**config.mk**
```make
export PLATFORM = sky130hd
export DESIGN_NAME = herd_top
export DESIGN_NICKNAME = d
export VERILOG_FILES = /design/src/herd_group.v /design/src/herd_top.v
export VERILOG_INCLUDE_DIRS = /design/src /design/src/src
export SDC_FILE = /design/constraint.sdc
export NUM_CORES = 1
export LEC_CHECK = 0
export BUFFER_PORTS_ARGS = -buffer_cell sky130_fd_sc_hd__buf_2
export CAP_MARGIN = 25
export CELL_PAD_IN_SITES_DETAIL_PLACEMENT = 0
export CELL_PAD_IN_SITES_GLOBAL_PLACEMENT = 1
export CORE_ASPECT_RATIO = 0.5
export CORE_MARGIN = 4
export CORE_UTILIZATION = 41
export DETAILED_ROUTE_END_ITERATION = 8
export PLACE_DENSITY_LB_ADDON = 0.1
export SKIP_LAST_GASP = 1
export SLEW_MARGIN = 20
export SYNTH_ARGS = -nofsm -noshare
export SYNTH_HDL_FRONTEND = slang
export SYNTH_SLANG_ARGS = --single-unit
export TNS_END_PERCENT = 1
```
**constraint.sdc**
```tcl
create_clock -name clk -period 3.2 [get_ports clk]
set_clock_uncertainty 0.1 [all_clocks]
set_input_delay 0.64 -clock clk [delete_from_list [all_inputs] [get_ports clk]]
set_output_delay 0.64 -clock clk [all_outputs]
set_load 0.005 [all_outputs]
```
**src/herd_defines.vh**
```
// register offsets, field positions and timing counts for the register decoder
`ifndef HERD_DEFINES_VH
`define HERD_DEFINES_VH
`define HERD_ADDR_DLO 3'h0
`define HERD_ADDR_DMID 3'h1
`define HERD_ADDR_DHI 3'h2
`define HERD_ADDR_SLEEP 3'h3
`define HERD_ADDR_PSYNC 3'h4
`define HERD_ADDR_SSYNC 3'h5
`define HERD_ADDR_CAP 3'h6
`define HERD_ADDR_ACW 3'h7
`define HERD_ACW_AUTOINC 7
`define HERD_ACW_BCAST 6
`define HERD_SLEEP_IOSEL 5
`define HERD_SS_START 4
`define HERD_SS_HOP 5
`define HERD_SS_TEST 6
`define HERD_SS_PN 7
`define HERD_RST_BYTE 8'h00
`define HERD_NEG_FULL 14'h2000
`define HERD_HOLDOFF_RST 16'h0000
`define HERD_PN_SEED 15'h7fff
`endif

```
**src/herd_group.v**
```verilog
// one copy of the eight external registers and its access decoder
`timescale 1ns/10ps
`include "herd_defines.vh"
module herd_group #(
   parameter SAMPLE_W = 14
) (
   // clock and reset
   input wire clk,
   input wire arst_n,
   // register access, one cycle strobes
   input wire sel,
   input wire wr_stb,
   input wire rd_stb,
   input wire [2:0] addr,
   input wire [7:0] wdata,
   output reg [7:0] rdata,
   // identity straps of this group
   input wire [2:0] chip_identity_pins,
   // internal access toward channel memory
   output reg int_wr,
   output reg int_rd,
   output reg [3:0] int_chan_grant,
   output reg int_io_space,
   output reg [7:0] int_addr,
   output reg [19:0] int_wdata,
   input wire [19:0] int_rdata,
   // sync and test source controls
   output reg [3:0] sync_pulse,
   output reg start_pulse,
   output reg hop_req,
   input wire [15:0] holdoff_count,
   output reg hop_update,
   output reg [3:0] sleep_chan,
   output reg [7:0] pin_sync_ctrl,
   output reg test_source_enable,
   output reg pseudorandom_source_select,
   output reg [SAMPLE_W-1:0] test_sample
);
   reg [7:0] access_control_word_q;
   reg [7:0] channel_address_pointer_q;
   reg [7:0] data_low_byte_q;
   reg [7:0] data_middle_byte_q;
   reg [3:0] data_high_nibble_q;
   reg [14:0] pn_q;
   reg hop_pend_q;
   reg [3:0] grant_d;
   reg [3:0] one_chan;
   reg sleep_chan_io_q;
   wire int_io_space_w = sleep_chan_io_q;
   wire bcast = access_control_word_q[`HERD_ACW_BCAST];
   wire [3:0] instr = access_control_word_q[5:2];
   wire [1:0] chsel = access_control_word_q[1:0];
   wire dlo_acc = sel & (wr_stb | rd_stb) & (addr == `HERD_ADDR_DLO);

   // channel grant from the instruction; undecodable codes grant nothing
   always @* begin
      one_chan = 4'h1 << chsel;
      if (int_io_space_w)
         one_chan = 4'hf;
      if (!bcast) begin
         grant_d = (instr[2:0] == chip_identity_pins) ? one_chan : 4'h0;
      end else begin
         case (instr)
            4'h0: grant_d = 4'hf;
            4'h1: grant_d = 4'h7;
            4'h2: grant_d = 4'he;
            4'h4, 4'h8: grant_d = one_chan;
            4'hc: grant_d = chip_identity_pins[0] ? 4'h0 : one_chan;
            4'he: grant_d = chip_identity_pins[0] ? one_chan : 4'h0;
            default: grant_d = 4'h0;
         endcase
      end
   end

   // register writes, internal access launch and pointer increment
   always @(posedge clk or negedge arst_n) begin
      if (!arst_n) begin
         access_control_word_q <= `HERD_RST_BYTE;
         channel_address_pointer_q <= `HERD_RST_BYTE;
         data_low_byte_q <= `HERD_RST_BYTE;
         data_middle_byte_q <= `HERD_RST_BYTE;
         data_high_nibble_q <= 4'h0;
         sleep_chan <= 4'h0;
         sleep_chan_io_q <= 1'b0;
         pin_sync_ctrl <= `HERD_RST_BYTE;
         test_source_enable <= 1'b0;
         pseudorandom_source_select <= 1'b0;
         sync_pulse <= 4'h0;
         start_pulse <= 1'b0;
         hop_req <= 1'b0;
         int_wr <= 1'b0;
         int_rd <= 1'b0;
         int_chan_grant <= 4'h0;
         int_io_space <= 1'b0;
         int_addr <= `HERD_RST_BYTE;
         int_wdata <= 20'h00000;
      end else begin
         sync_pulse <= 4'h0;
         start_pulse <= 1'b0;
         hop_req <= 1'b0;
         int_wr <= 1'b0;
         int_rd <= 1'b0;
         if (sel && wr_stb) begin
            case (addr)
               `HERD_ADDR_ACW: access_control_word_q <= wdata;
               `HERD_ADDR_CAP: channel_address_pointer_q <= wdata;
               `HERD_ADDR_SSYNC: begin
                  sync_pulse <= wdata[3:0];
                  start_pulse <= wdata[`HERD_SS_START] & |wdata[3:0];
                  hop_req <= wdata[`HERD_SS_HOP] & |wdata[3:0];
                  test_source_enable <= wdata[`HERD_SS_TEST];
                  pseudorandom_source_select <= wdata[`HERD_SS_PN];
               end
               `HERD_ADDR_PSYNC: pin_sync_ctrl <= wdata;
               `HERD_ADDR_SLEEP: begin
                  sleep_chan <= wdata[3:0];
                  sleep_chan_io_q <= wdata[`HERD_SLEEP_IOSEL];
               end
               `HERD_ADDR_DHI: data_high_nibble_q <= wdata[3:0];
               `HERD_ADDR_DMID: data_middle_byte_q <= wdata;
               default: data_low_byte_q <= wdata;
            endcase
         end
         if (dlo_acc) begin
            int_wr <= wr_stb;
            int_rd <= rd_stb;
            int_chan_grant <= grant_d;
            int_io_space <= sleep_chan_io_q;
            int_addr <= channel_address_pointer_q;
            int_wdata <= {data_high_nibble_q, data_middle_byte_q, wdata};
            if (access_control_word_q[`HERD_ACW_AUTOINC])
               channel_address_pointer_q <= channel_address_pointer_q
                  + 8'h01;
         end
         // read data of the launched access lands in the data registers
         if (int_rd) begin
            data_low_byte_q <= int_rdata[7:0];
            data_middle_byte_q <= int_rdata[15:8];
            data_high_nibble_q <= int_rdata[19:16];
         end
      end
   end

   // hop waits for the holdoff counter to reach zero
   always @(posedge clk or negedge arst_n) begin
      if (!arst_n) begin
         hop_pend_q <= 1'b0;
         hop_update <= 1'b0;
      end else begin
         hop_update <= 1'b0;
         if (hop_req)
            hop_pend_q <= 1'b1;
         else if (hop_pend_q && holdoff_count == `HERD_HOLDOFF_RST) begin
            hop_pend_q <= 1'b0;
            hop_update <= 1'b1;
         end
      end
   end

   // test source: constant negative full scale or pseudorandom stream
   always @(posedge clk or negedge arst_n) begin
      if (!arst_n) begin
         pn_q <= `HERD_PN_SEED;
         test_sample <= {SAMPLE_W{1'b0}};
      end else begin
         if (test_source_enable && pseudorandom_source_select)
            pn_q <= {pn_q[13:0], pn_q[14] ^ pn_q[13]};
         if (!test_source_enable)
            test_sample <= {SAMPLE_W{1'b0}};
         else if (pseudorandom_source_select)
            test_sample <= pn_q[SAMPLE_W-1:0];
         else
            test_sample <= `HERD_NEG_FULL;
      end
   end

   // readback; pointer hidden under broadcast, write-only registers read zero
   always @* begin
      case (addr)
         `HERD_ADDR_ACW: rdata = access_control_word_q;
         `HERD_ADDR_CAP: rdata = bcast ? 8'h00 :
            channel_address_pointer_q;
         `HERD_ADDR_DHI: rdata = {4'h0, data_high_nibble_q};
         `HERD_ADDR_DMID: rdata = data_middle_byte_q;
         `HERD_ADDR_DLO: rdata = data_low_byte_q;
         default: rdata = 8'h00;
      endcase
   end
endmodule // herd_group

```
**src/herd_top.v**
```verilog
// two select-gated copies of the external register space, parallel or serial
// Summary of operation
// - two copies, each opened by own select
// - three-bit address picks one of eight registers
// - serial port reaches identical register map
// - auto-increment bumps pointer after low-byte access
// - non-broadcast accesses need identity pin match
// - broadcast codes 0,1,2 grant channel sets
// - broadcast 4,8,c,e grant chips, one channel
// - control bits 1:0 pick single channel
// - io space disables channel bit decode
// - pointer holds address, hidden under broadcast
// - soft-sync bits 0-3 sync four channels
// - soft-sync bit 4 adds a start
// - soft-sync bit 5 hops after holdoff
// - soft-sync bit 6 selects test source
// - bit 7 picks negative full-scale or pseudorandom
// - low data register access launches transfer
// - sleep bit 5 points into io space
`timescale 1ns/10ps
`include "herd_defines.vh"
module herd_top #(
   parameter SAMPLE_W = 14
) (
   // clock and reset
   input wire clk,
   input wire arst_n,
   // parallel host port, one-cycle strobes
   input wire group_a_select_n,
   input wire group_b_select_n,
   input wire host_wr,
   input wire host_rd,
   input wire [2:0] host_addr,
   input wire [7:0] host_wdata,
   output wire [7:0] host_rdata,
   // serial port after deframing; same map, takes priority
   input wire ser_sel_b,
   input wire ser_wr,
   input wire ser_rd,
   input wire [2:0] ser_addr,
   input wire [7:0] ser_wdata,
   output wire [7:0] ser_rdata,
   // identity straps
   input wire [2:0] chip_identity_pins_a,
   input wire [2:0] chip_identity_pins_b,
   // internal access, group a then group b
   output wire [1:0] int_wr,
   output wire [1:0] int_rd,
   output wire [7:0] int_chan_grant,
   output wire [1:0] int_io_space,
   output wire [15:0] int_addr,
   output wire [39:0] int_wdata,
   input wire [39:0] int_rdata,
   // sync and test outputs
   output wire [7:0] sync_pulse,
   output wire [1:0] start_pulse,
   input wire [31:0] holdoff_count,
   output wire [1:0] hop_update,
   output wire [7:0] sleep_chan,
   output wire [15:0] pin_sync_ctrl,
   output wire [1:0] test_source_enable,
   output wire [1:0] pseudorandom_source_select,
   output wire [2*SAMPLE_W-1:0] test_sample
);
   wire ser_act = ser_wr | ser_rd;
   wire [1:0] sel;
   wire wr = ser_act ? ser_wr : host_wr;
   wire rd = ser_act ? ser_rd : host_rd;
   wire [2:0] addr = ser_act ? ser_addr : host_addr;
   wire [7:0] wdata = ser_act ? ser_wdata : host_wdata;
   wire [7:0] rd_a;
   wire [7:0] rd_b;
   // serial preempts the microport in the cycle both strobe
   assign sel[0] = ser_act ? ~ser_sel_b : ~group_a_select_n;
   assign sel[1] = ser_act ? ser_sel_b : ~group_b_select_n;
   assign host_rdata = !group_a_select_n ? rd_a :
      (!group_b_select_n ? rd_b : 8'h00);
   assign ser_rdata = ser_sel_b ? rd_b : rd_a;

   wire [2:0] ids [0:1];
   assign ids[0] = chip_identity_pins_a;
   assign ids[1] = chip_identity_pins_b;
   genvar g;
   generate
      for (g = 0; g < 2; g = g + 1) begin : grp
         wire [7:0] rd_g;
         herd_group #(.SAMPLE_W(SAMPLE_W)) u_grp (
            .clk(clk),
            .arst_n(arst_n),
            .sel(sel[g]),
            .wr_stb(wr),
            .rd_stb(rd),
            .addr(addr),
            .wdata(wdata),
            .rdata(rd_g),
            .chip_identity_pins(ids[g]),
            .int_wr(int_wr[g]),
            .int_rd(int_rd[g]),
            .int_chan_grant(int_chan_grant[4*g+3:4*g]),
            .int_io_space(int_io_space[g]),
            .int_addr(int_addr[8*g+7:8*g]),
            .int_wdata(int_wdata[20*g+19:20*g]),
            .int_rdata(int_rdata[20*g+19:20*g]),
            .sync_pulse(sync_pulse[4*g+3:4*g]),
            .start_pulse(start_pulse[g]),
            .hop_req(),
            .holdoff_count(holdoff_count[16*g+15:16*g]),
            .hop_update(hop_update[g]),
            .sleep_chan(sleep_chan[4*g+3:4*g]),
            .pin_sync_ctrl(pin_sync_ctrl[8*g+7:8*g]),
            .test_source_enable(test_source_enable[g]),
            .pseudorandom_source_select(pseudorandom_source_select[g]),
            .test_sample(test_sample[SAMPLE_W*g+SAMPLE_W-1:SAMPLE_W*g])
         );
      end
   endgenerate
   assign rd_a = grp[0].rd_g;
   assign rd_b = grp[1].rd_g;
endmodule // herd_top

```
==> Yosys cells after proc, flatten, opt, wreduce, memory -nomap -nowiden <==
Cells that the tools add are included.
Widths: inputs -> output; s select.
{ "word_totals": {"regBits": 246, "latch_bits": 0, "mem_bits_rw": 0, "mem_bits_ro": 0, "inputBits": 109, "n_memories": 0} }
{ "classes": {"add_sub_neg": 2, "multipliers": 0, "div": 0, "magnitude_cmp": 0, "n_eq_ne": 23, "n_shift": 2, "muxes": 73, "bitwise_logic": 13, "n_reduce_logical": 37} }
{ "ops": {"columns": ["operator", "n"], "rows": [
  ["$mux 8", 24],
  ["$pmux 8 s5", 2],
  ["$mux 4", 18],
  ["$mux 14", 4],
  ["$pmux 4 s6", 2],
  ["$logic_not 16->1", 2],
  ["$reduce_and 2->1", 14],
  ["$eq 4x4->1 const B", 6],
  ["$mux 1", 22],
  ["$add 8x1->8 const B", 2],
  ["$reduce_bool 2->1", 8],
  ["$eq 3x3->1 const B", 4],
  ["$eq 4x1->1 const B", 2],
  ["$eq 4x2->1 const B", 2],
  ["$eq 4x3->1 const B", 2],
  ["$logic_not 4->1", 2],
  ["$shl 1x2->4 const A", 2],
  ["$reduce_or 7->1", 1],
  ["$and 1x1->1", 6],
  ["$eq 3x2->1 const B", 2],
  ["$eq 3x3->1", 2],
  ["$logic_and 1x1->1", 6],
  ["$ne 2x1->1 const B", 2],
  ["$reduce_or 2->1", 2],
  ["other kinds (7)", 11]
]} }

==> Longest topological paths before layout <==
Gate-level depths: netlist (run 1).
{ "logic_depth": {"ltp_word": 7, "depth_mapped": 9} }

==> Hierarchy <==
A second synthesis (run 1) with hierarchy kept.
{ "hier_totals": {"cells_unflattened": 949, "area_unflattened_um2": 11222.0} }
{ "modules_own_cells": {"columns": ["mod", "n_inst", "cells_per_inst", "area_each_um2", "seq_area_each_um2"], "rows": [
  ["herd_group", 2, 451, 5400.2, 3096.7],
  ["herd_top", 1, 47, 421.7, 0.0]
]} }

==> Worst setup path before layout (run 1) <==
No wires, ideal clock.
{ "synth_path": {"kind": "input-to-output", "startpoint": "in ser_rd", "endpoint": "out ser_rdata[6]", "arrival_ns": 2.268, "t_required_ns": 2.460, "path_slack_ns": 0.192, "stages": 8, "path_buffers": 3, "cell_sequence": "buf_6 > or3b_4 > and2_1 > buf_6 > clkbuf_1 > and2_1 > a222oi_1 > mux2i_1"} }
{ "synth_via": {"elab_chain_cells": 5} }
{ "synth_rtl": {"columns": ["element", "line", "text"], "rows": [
  ["from (decl)", "herd_top.v:39", "input wire ser_rd,"],
  ["$or 1x1->1 (*)", "herd_top.v:65", "wire ser_act = ser_wr | ser_rd;"],
  ["$mux 3 (*)", "herd_top.v:69", "wire [2:0] addr = ser_act ? ser_addr : host_addr;"],
  ["$eq 3x1->1, or another cell as far along", "herd_group.v:179", "case (addr)"],
  ["$pmux 8 s5", "herd_group.v:179", null],
  ["$mux 8 (*)", "herd_top.v:78", "assign ser_rdata = ser_sel_b ? rd_b : rd_a;"],
  ["to (decl)", "herd_top.v:42", "output wire [7:0] ser_rdata,"]
]} }
Mark *: on every way between the ends. The rest lies on a longest branch, timed or not.

==> Worst setup path after layout (run 1) <==
Ends and elaborated chain as after synthesis.

==> flow_summary.ini, run 1 <==
[yosys]
synthMuxAreaShare_pct = 7.31
synth-simple-area-share_pct = 17.4
yosysSeqAreaShare_pct = 55.9
syn_area_sq_um = 11100
synth-adder-area-share_pct = 0.226
synth-seq-cells = 246
ys.flop_type = dfrtp_1
yosysTopAreaCellShare_pct = 48.8
synth_compound_area_share_pct = 14.7
yosys_warnings = 0
syn_area_per_cell_sq_um = 10.1
yosys-top-cells-area = dfrtp_1, nand2_1, dfstp_2
synth.distinct_cells = 59
yosysTopAreaCell = dfrtp_1
synth-async-reset-ratio_pct = 100
syn_inst = 1098
synth_nets = 1209
synth_edf_count = 0
synth_xor_area_share_pct = 0.554
synth_top_family_by_area = simple AND/OR/NAND/NOR gates

[grt]
grt_max_degree = 96
antenna_found_initial = 0
grt_pass1_vias = 9248
overflow = 0
grt_usage_pct = 24.1
grt_pass1_wl_microns = 56000

[floorplanning]
dieArea_sq_um = 29900
start_util_pct = 41.8
ioPinCount = 263
rows = 42
die_w_microns = 240
fp.dieH_microns = 124
coreArea_sq_um = 26500

[placed_design]
post-place-ws_ns = -0.0410
io_buffer_count = 262
place_inst = 1727
hpwl_microns = 27700
gp_congestion = 0.887

[power_and_ir_drop]
p_comb_share_pct = 21.8
p_leak_nw = 7.19
power-per-cell-area_nw_per_um2 = 678
internal_power_mw = 6.36
clkPwrFrac_pct = 30.1
p_switching_mw = 3.17
vdd_drop_max_mv = 0.382
p_sw_share_pct = 33.3
pwr-share-seq_pct = 48.1
power_mw = 9.53

[routing]
post_drt_wl_per_cell_microns = 20.6
vias = 9409
final_antenna_net_count = 0
detail_route.vias_per_cell = 5.30
first_pass_iters = 7
drc = 0
wl_microns = 36600
drtIter0Drc = 723

[sta]
timing.fmax_mhz = 311
finalCritPeriodShare_pct = 101
rsz0062_at_grt = true
slew_headroom_pct = 49.0
setup-tns-final_ns = -0.0403
hold_viol = 0
fin_ws_ns = -0.0203
drv_slew = 0
worst_pin_slew_ns = 0.765
fin_crit_ns = 3.22
setup_violations = 2

[cells_and_area]
fin_nets = 1515
stdcell_count = 1774
drive_gt1_share_pct = 32.6
area_growth_pct = 27.0
final_core_util_pct = 53.1
n_antenna_cell = 0

[job]
max-cap-violations = 0

[critical_path]
cp-end-kind = output pin
crit_arrival_ns = 2.48
cp-start-kind = input pin
cp_max_fo = 7
required_ns = 2.46
path_class = in -> out

[clock_tree]
clk_pin_slew_ns = 0.07
numCtsBuffers = 24
ctsHoldBuffers = 0
cts_root_buf = clkbuf_16
clk_latency_ns = 0.55
cts.path.max_buffers = 3
cts_htree_levels = 1
cts_tree = built
clock-sinks = 246

[hold_path]
hold_class = in -> async

[outcome]
status = complete, but fails checks
violations = negative setup slack
==> cell families (layout without fill, tap and decap cells) <==
group | after synthesis | after routing
and+or+nand+nor | 420 | 420
AOI/OAI and AO/OA | 252 | 252
DFF | 246 | 246
buffers and inverters | 92 | 416
xor gates and xnor gates | 7 | 7
muxes | 79 | 79
adders and majority gates | 2 | 2
==> repair_timing <==
item,CTS,global route
endpoints found under the setup margin,6,14
pin swaps,1,2
gates resized for setup,1,11
hold endpoints to repair,0,0
setup buffers,1,2
==> cell usage in the layout, fill, tap and decap left out, types with 14 or more instances in the layout <==
master | netlist | routed
a21o_1 | 29 | 29
and3_1 | 42 | 42
a22o_1 | 14 | 14
o21ai_0 | 62 | 61
o21ai_1 | 18 | 17
clkbuf_16 | 0 | 24
mux2i_1 | 66 | 64
buf_2 | 15 | 261
dfrtp_1 | 216 | 216
dfstp_2 | 30 | 30
a21oi_1 | 57 | 57
nand2_1 | 224 | 223
buf_4 | 15 | 87
nor2_1 | 84 | 80
inv_1 | 16 | 16
==> routing by layer <==
metal	vias to the layer above	part of all wire, %	track usage [%]
met5	-	0	0
met4	0	1.5	3.53
met3	35	6.0	3.95
met2	279	44	37.2
met1	4646	48	36.6
li1	4449	-	-
==> sequential cells by signal, indices dropped and copies added (netlist names), 8 cells and up <==
| register | cells |
|---|---|
| grp.u_grp.test_sample | 28 |
| grp.u_grp.data_high_nibble_q | 8 |
| grp.u_grp.pin_sync_ctrl | 16 |
| grp.u_grp.int_chan_grant | 8 |
| grp.u_grp.pn_q | 30 |
| grp.u_grp.access_control_word_q | 16 |
| grp.u_grp.int_wdata | 40 |
| grp.u_grp.sleep_chan | 8 |
| grp.u_grp.int_addr | 16 |
| grp.u_grp.sync_pulse | 8 |
| grp.u_grp.data_middle_byte_q | 16 |
| grp.u_grp.data_low_byte_q | 16 |
| grp.u_grp.channel_address_pointer_q | 16 |
==> critical path, stage by stage <==
cell      delay [ns]
buf_2           0.15
or3b_4          0.43
and2_1          0.23
and2_1          0.19
a222oi_1        0.45
buf_4           0.19
mux2i_1         0.06
buf_2           0.13
==> final timing paths <==
kind	start	to	slack [ns]	cells after the start
max in group asynchronous	arst_n	grp[0].u_grp.pn_q[14]	2.14	2
max reg2reg	grp[1].u_grp.access_control_word_q[2]	grp[1].u_grp.int_chan_grant[2]	1.12	4
max	ser_rd	ser_rdata[6]	-0.02	8
min reg2reg	grp[1].u_grp.int_addr[1]	grp[1].u_grp.int_addr[1]	0.36	2
min	arst_n	grp[1].u_grp.test_sample[0]	0.02	1
min in group clk	int_rdata[31]	grp[1].u_grp.data_middle_byte_q[3]	0.21	3
==> power groups by stage <==
stage | clock network, mW | logic (mW) | registers, mW
floorplan | 0 | 1.12 | 4.28
global route | 3.07 | 2.34 | 4.67
finish | 2.87 | 2.08 | 4.58
detailed placement | 0 | 2.09 | 4.62
global placement | 0 | 2.05 | 4.62
CTS | 2.94 | 2.10 | 4.57
==> synthesized netlist by cell type (5+ instances only) <==
master / n
nand2_1: 224
dfrtp_1: 216
nor2_1: 84
mux2i_1: 66
o21ai_0: 62
a21oi_1: 57
and3_1: 42
clkbuf_1: 38
dfstp_2: 30
a21o_1: 29
o21ai_1: 18
inv_1: 16
buf_2: 15
buf_4: 15
a22o_1: 14
mux2_2: 12
a222oi_1: 11
nor4_1: 11
nand3_1: 10
and2_1: 9
o22ai_1: 9
a211oi_1: 8
a221oi_1: 6
a32o_1: 6
nor3b_1: 6
or2_2: 6
buf_1: 5
nand4_1: 5
o21a_1: 5
xor2_1: 5
==> final cells by class <==
| class | instances | area [sq um] |
|---|---|---|
| repair buffers | 355 | 2090 |
| inverters | 17 | 63.8 |
| clock buffers | 31 | 627 |
| multi-input cells | 760 | 4500 |
| fillers | 2520 | 12400 |
| clock inverters | 13 | 149 |
| well taps | 352 | 440 |
| flip-flops and latches | 246 | 6190 |
==> stage by stage <==
stage | cell area [sq um] | hold slack (ns)
CTS | 14000 | 0.0525
global route | 14100 | 0.0547
detailed placement | 13200 | 0.353
floorplan | 11100 | 0.244
global placement | 13200 | 0.346
finish | 14100 | 0.0224
(Power assumes the default switching activity.)
==> inputs of run 2 (changes only) <==
BUFFER_PORTS_ARGS = -buffer_cell sky130_fd_sc_hd__buf_4   (was -buffer_cell sky130_fd_sc_hd__buf_2)
CORE_UTILIZATION = 37   (was 41)
REMOVE_ABC_BUFFERS = 1   (was default)
clock period = 2.9 ns   (was 3.2 ns; I/O delays follow)
==> run 2 against run 1 <==
  * The run still ends with negative setup slack left
  * Die area is 10% higher
  * Clock power is 7.3% higher
  * Global-route usage is 1.7 points lower
  * Hold slack better by 0.14 ns
  * Combinational power is 27% higher
  * Register-to-register slack worse by 0.17 ns
  * Sequential share of layout area is 2.7 points lower
  * Non-clock buffer count is 21 higher
  * Critical path depth is 1 higher
==> flow_summary.ini, run 2 (same netlist as run 1, synthesis figures left out) <==
[sta]
hold_viol = 0
timing.fmax_mhz = 331
fin_ws_ns = -0.124
worst_pin_slew_ns = 0.754
setup-tns-final_ns = -0.960
slew_headroom_pct = 49.7
whs_ns = 0.163
drv_slew = 0
fin_crit_ns = 3.02
rsz0062_at_grt = true
setup_violations = 15
finalCritPeriodShare_pct = 104

[cells_and_area]
reg_top3 = grp.u_grp.int_wdata: 40 flops, grp.u_grp.pn_q: 30 flops, grp.u_grp.test_sample: 28 flops
final_cell_mix = buf_4, nand2_1, dfrtp_1, nor2_1, mux2i_1
n_antenna_cell = 0
largest_reg_flops = 40
regMostFlops = grp.u_grp.int_wdata
drive_gt1_share_pct = 33.2
layout_commonest_cell = buf_4
stdcell_count = 1834
fin_nets = 1536
area_growth_pct = 35.1

[clock_tree]
clock-sinks = 246
clk_latency_ns = 0.53
cts.path.max_buffers = 3
numCtsBuffers = 24
cts_htree_levels = 1
clk_pin_slew_ns = 0.06
cts_tree = built
cts_root_buf = clkbuf_16

[critical_path]
path_class = in -> out
cp_max_fo = 8
crit_arrival_ns = 2.34
cp-start-kind = input pin
cp-end-kind = output pin
required_ns = 2.22

[floorplanning]
rows = 44
ioPinCount = 263
die_w_microns = 253
coreArea_sq_um = 29200
fp.dieH_microns = 130
dieArea_sq_um = 32900
start_util_pct = 37.9

[routing]
wl_microns = 37800
drc = 0
post_drt_wl_per_cell_microns = 20.6
first_pass_iters = 7
vias = 9526
detail_route.vias_per_cell = 5.19
final_antenna_net_count = 0
drtIter0Drc = 703

[grt]
grt_pass1_vias = 9477
grt.busiest_layer = met2
met1_usage_pct = 32.4
grt_pass1_wl_microns = 56800
overflow = 0
grt.met2_usage_pct = 36.4
grt_usage_pct = 22.4
grt_max_degree = 77
antenna_found_initial = 1
met3_usage_pct = 3.94

[power_and_ir_drop]
p_leak_nw = 7.47
power_mw = 10.8
vdd_drop_max_mv = 0.497
power-per-cell-area_nw_per_um2 = 722

[outcome]
status = complete, but fails checks
violations = negative setup slack

[placed_design]
io_buffer_count = 262
gp_congestion = 0.886
place_inst = 1779
hpwl_microns = 29000
post-place-ws_ns = -0.340

[hold_path]
hold_class = in -> reg

[job]
max-cap-violations = 0
-- run 2: per-stage QoR --
step                utilization [%]  instance area [sq um]
floorplan                         -                  10700
global placement               48.0                  14000
detailed placement             48.0                  14000
CTS                            50.9                  14900
global route                   51.2                  15000
finish                         51.2                  15000
-- run 2: timing repair --
item                                    in CTS  in global routing
setup buffers                                5                  5
endpoints found under the hold margin       50                  0
endpoints found under the setup margin      16                 16
resized for setup                           14                  8
pin swaps                                    6                  5
hold buffers                                 1                  0
cloned                                       0                  0
-- run 2: worst max-delay path, cell delays in order --
cell and delay [ns]:
buf_12 0.11, or3b_4 0.42, nand2_4 0.09, buf_6 0.11
mux2_2 0.32, a222oi_1 0.31, buf_4 0.18, o22ai_1 0.06
buf_4 0.15
-- run 2: path summary, 6_finish.rpt --
check / startpoint / endpoint / slack, ns / cells after the start
max: ser_wr / host_rdata[3] / -0.12 / 9
min: int_rdata[38] / grp[1].u_grp.data_high_nibble_q[2] / 0.16 / 3
max reg2reg: grp[1].u_grp.access_control_word_q[2] / grp[1].u_grp.int_chan_grant[1] / 0.95 / 4
min reg2reg: grp[1].u_grp.hop_req / grp[1].u_grp.hop_update / 0.34 / 1
max in group asynchronous: arst_n / grp[1].u_grp.pn_q[5] / 1.45 / 3
min in group asynchronous: arst_n / grp[1].u_grp.test_sample[0] / 0.51 / 2
-- run 2: where the power goes --
| part | total [mW] | internal (mW) | switching (mW) |
|---|---|---|---|
| Combinational | 2.64 | 1.41 | 1.23 |
| Clock | 3.08 | 1.74 | 1.35 |
| Sequential | 5.06 | 4.20 | 0.867 |
| Total | 10.8 | 7.34 | 3.45 |
-- run 2: cell type report --
type,instances,area [sq um]
clock buffers,37,689
clock inverters,7,75.1
fillers,2771,14300
inverters,17,63.8
multi-input cells,760,4500
flip-flops and latches,246,6190
well taps,391,489
repair buffers,376,2940
-- run 2: routing by layer --
layer / wire length, microns / part of all wire, %
met5: 0 / 0
met4: 453 / 1.2
met3: 2160 / 5.7
met2: 17700 / 47
met1: 17500 / 46
==> inputs of run 3 (changes only) <==
CORE_UTILIZATION = 41   (was 37)
clock period = 3.18 ns   (was 2.9 ns; I/O delays follow)
==> run 3 against run 2 <==
  * The flow now finishes without violations
  * Wire length is 3.9% lower
  * Total power shrank 7.8%
  * Setup slack gained 0.17 ns
  * First-iteration DRC count rose by 1.6%
  * Critical path depth is 1 lower
  * Final area decreased by 1.7%
  * Sequential power fell by 9.3%
  * Cell count fell by 4.1%
  * Core utilization grew 4.3 points
  * Via count down 0.90%
  * Critical endpoint is now ser_rdata[6]
==> flow_summary.ini, run 3 (same netlist as run 1, synthesis figures left out) <==
[sta]
whs_ns = 0.205
finalCritPeriodShare_pct = 98.7
hold_viol = 0
drv_slew = 0
slew_headroom_pct = 50.9
timing.fmax_mhz = 319
rsz0062_at_grt = true
worst_pin_slew_ns = 0.736
setup_violations = 0
fin_crit_ns = 3.14
setup-tns-final_ns = 0

[routing]
post_drt_wl_per_cell_microns = 20.6
vias = 9440
drtIter0Drc = 714
first_pass_iters = 5
wl_microns = 36300
detail_route.vias_per_cell = 5.37
final_antenna_net_count = 0
drc = 0

[clock_tree]
numCtsBuffers = 23
cts_htree_levels = 1
clk_latency_ns = 0.54
cts_root_buf = clkbuf_16
clk_pin_slew_ns = 0.06
clock-sinks = 246
cts_tree = built
cts.path.max_buffers = 3

[power_and_ir_drop]
power_mw = 9.95
vdd_drop_max_mv = 0.400
power-per-cell-area_nw_per_um2 = 677
p_leak_nw = 7.32

[critical_path]
cp_max_fo = 8
cp-end-kind = output pin
crit_buf_inv = 3
cp_common_cell = buf_4
cp-start-kind = input pin
crit_slowest_cell = or3b_4
crit_end = ser_rdata[6]
cp-startpoint = ser_wr
r2r_end = grp[1].u_grp.int_chan_grant[2]
required_ns = 2.44
reg2reg_slack_ns = 1.19
rr_startpoint = grp[1].u_grp.access_control_word_q[2]
cp_cell_sequence = buf_12 -> or3b_4 -> and2_2 -> and2_1 -> a222oi_1 -> buf_4 -> mux2i_1 -> buf_4
critical_path_depth = 8
crit_arrival_ns = 2.40
slowest_delay_ns = 0.42
reg2reg_depth = 4
path_class = in -> out
cp_top_family = simple AND/OR/NAND/NOR gates

[placed_design]
dpl_cell_area_sq_um = 13800
io_buffer_count = 262
gp_congestion = 0.913
hpwl_microns = 27300

[outcome]
status = finished clean

[cells_and_area]
largest_reg_flops = 40
final-seq-area_sq_um = 6190
stdcell_area_sq_um = 14700
area_growth_pct = 32.7
num-fill-cells = 2400
final_cell_mix = buf_4, nand2_1, dfrtp_1, nor2_1, mux2i_1
multi_input_area_sq_um = 4510
fin_nets = 1503
layout_commonest_cell = buf_4
final_core_util_pct = 55.5
regMostFlops = grp.u_grp.int_wdata
drive_gt1_share_pct = 32.1
n_antenna_cell = 0
reg_top3 = grp.u_grp.int_wdata: 40 flops, grp.u_grp.pn_q: 30 flops, grp.u_grp.test_sample: 28 flops

[grt]
grt_max_degree = 70
antenna_found_initial = 0
grt_usage_pct = 24.0
grt_pass1_wl_microns = 56300
met3_usage_pct = 3.77
overflow = 0
grt_pass1_vias = 9384
grt.busiest_layer = met2
grt.met2_usage_pct = 37.0
met1_usage_pct = 36.0

[floorplanning]
die_w_microns = 240
coreArea_sq_um = 26500
fp.dieH_microns = 124
rows = 42
start_util_pct = 41.8
ioPinCount = 263
dieArea_sq_um = 29900

[hold_path]
hold_class = in -> reg

[job]
max-cap-violations = 0
==> run 3: layout make-up <==
class,instances,share of cell area (%)
clock buffers,27,4.15
clock inverters,12,1.25
inverters,17,0.434
multi-input cells,760,30.7
flip-flops and latches,246,42.1
well taps,352,3.00
repair buffers,344,18.3
==> run 3: worst reg2reg max path: stages (launching register included) <==
cell       delay (ns)
dfrtp_1          0.45
or2_2            0.30
a2111oi_0        0.38
a31oi_1          0.18
o311ai_0         0.45
==> run 3: per-stage QoR <==
stage	setup slack, ns	instances
6_report	0.0413	1758
5_1_grt	-0.0158	1758
2_1_floorplan	-0.691	1023
3_5_place_dp	-0.196	1714
3_3_place_gp	-0.101	1714
4_1_cts	-0.0110	1757
==> run 3: layer usage <==
| metal | part of all wire (%) | routed length [microns] |
|---|---|---|
| met1 | 47 | 17200 |
| met4 | 2.1 | 762 |
| met3 | 5.5 | 2000 |
| met5 | 0 | 0 |
| met2 | 45 | 16400 |
==> run 3: where the power goes <==
part | internal, mW | leakage (nW) | switching (mW) | total [mW]
registers | 3.83 | 3.01 | 0.767 | 4.59
clock network | 1.71 | 0.387 | 1.26 | 2.97
logic | 1.25 | 3.93 | 1.13 | 2.38
total | 6.79 | 7.32 | 3.15 | 9.95
==> run 3: worst min-delay path by stage <==
stage | cells past startpoint | slack [ns] | end | from
after floorplan | 0 | 0.24 | grp[0].u_grp.access_control_word_q[0] | arst_n
after global placement | 1 | 0.35 | grp[0].u_grp.hop_pend_q | grp[0].u_grp.hop_pend_q
after detailed placement | 1 | 0.36 | grp[0].u_grp.hop_update | grp[0].u_grp.hop_req
after CTS | 3 | 0.19 | grp[1].u_grp.data_high_nibble_q[0] | int_rdata[36]
after global routing | 3 | 0.20 | grp[1].u_grp.data_middle_byte_q[1] | int_rdata[29]
final | 3 | 0.21 | grp[1].u_grp.data_high_nibble_q[0] | int_rdata[36]
==> run 3: what timing repair did <==
item	CTS	global route
endpoints found under the setup margin	6	16
gates resized for setup	5	13
pin swaps	3	3
hold buffers	1	0
gates cloned	0	1
setup buffers	3	0
hold endpoints to repair	39	0
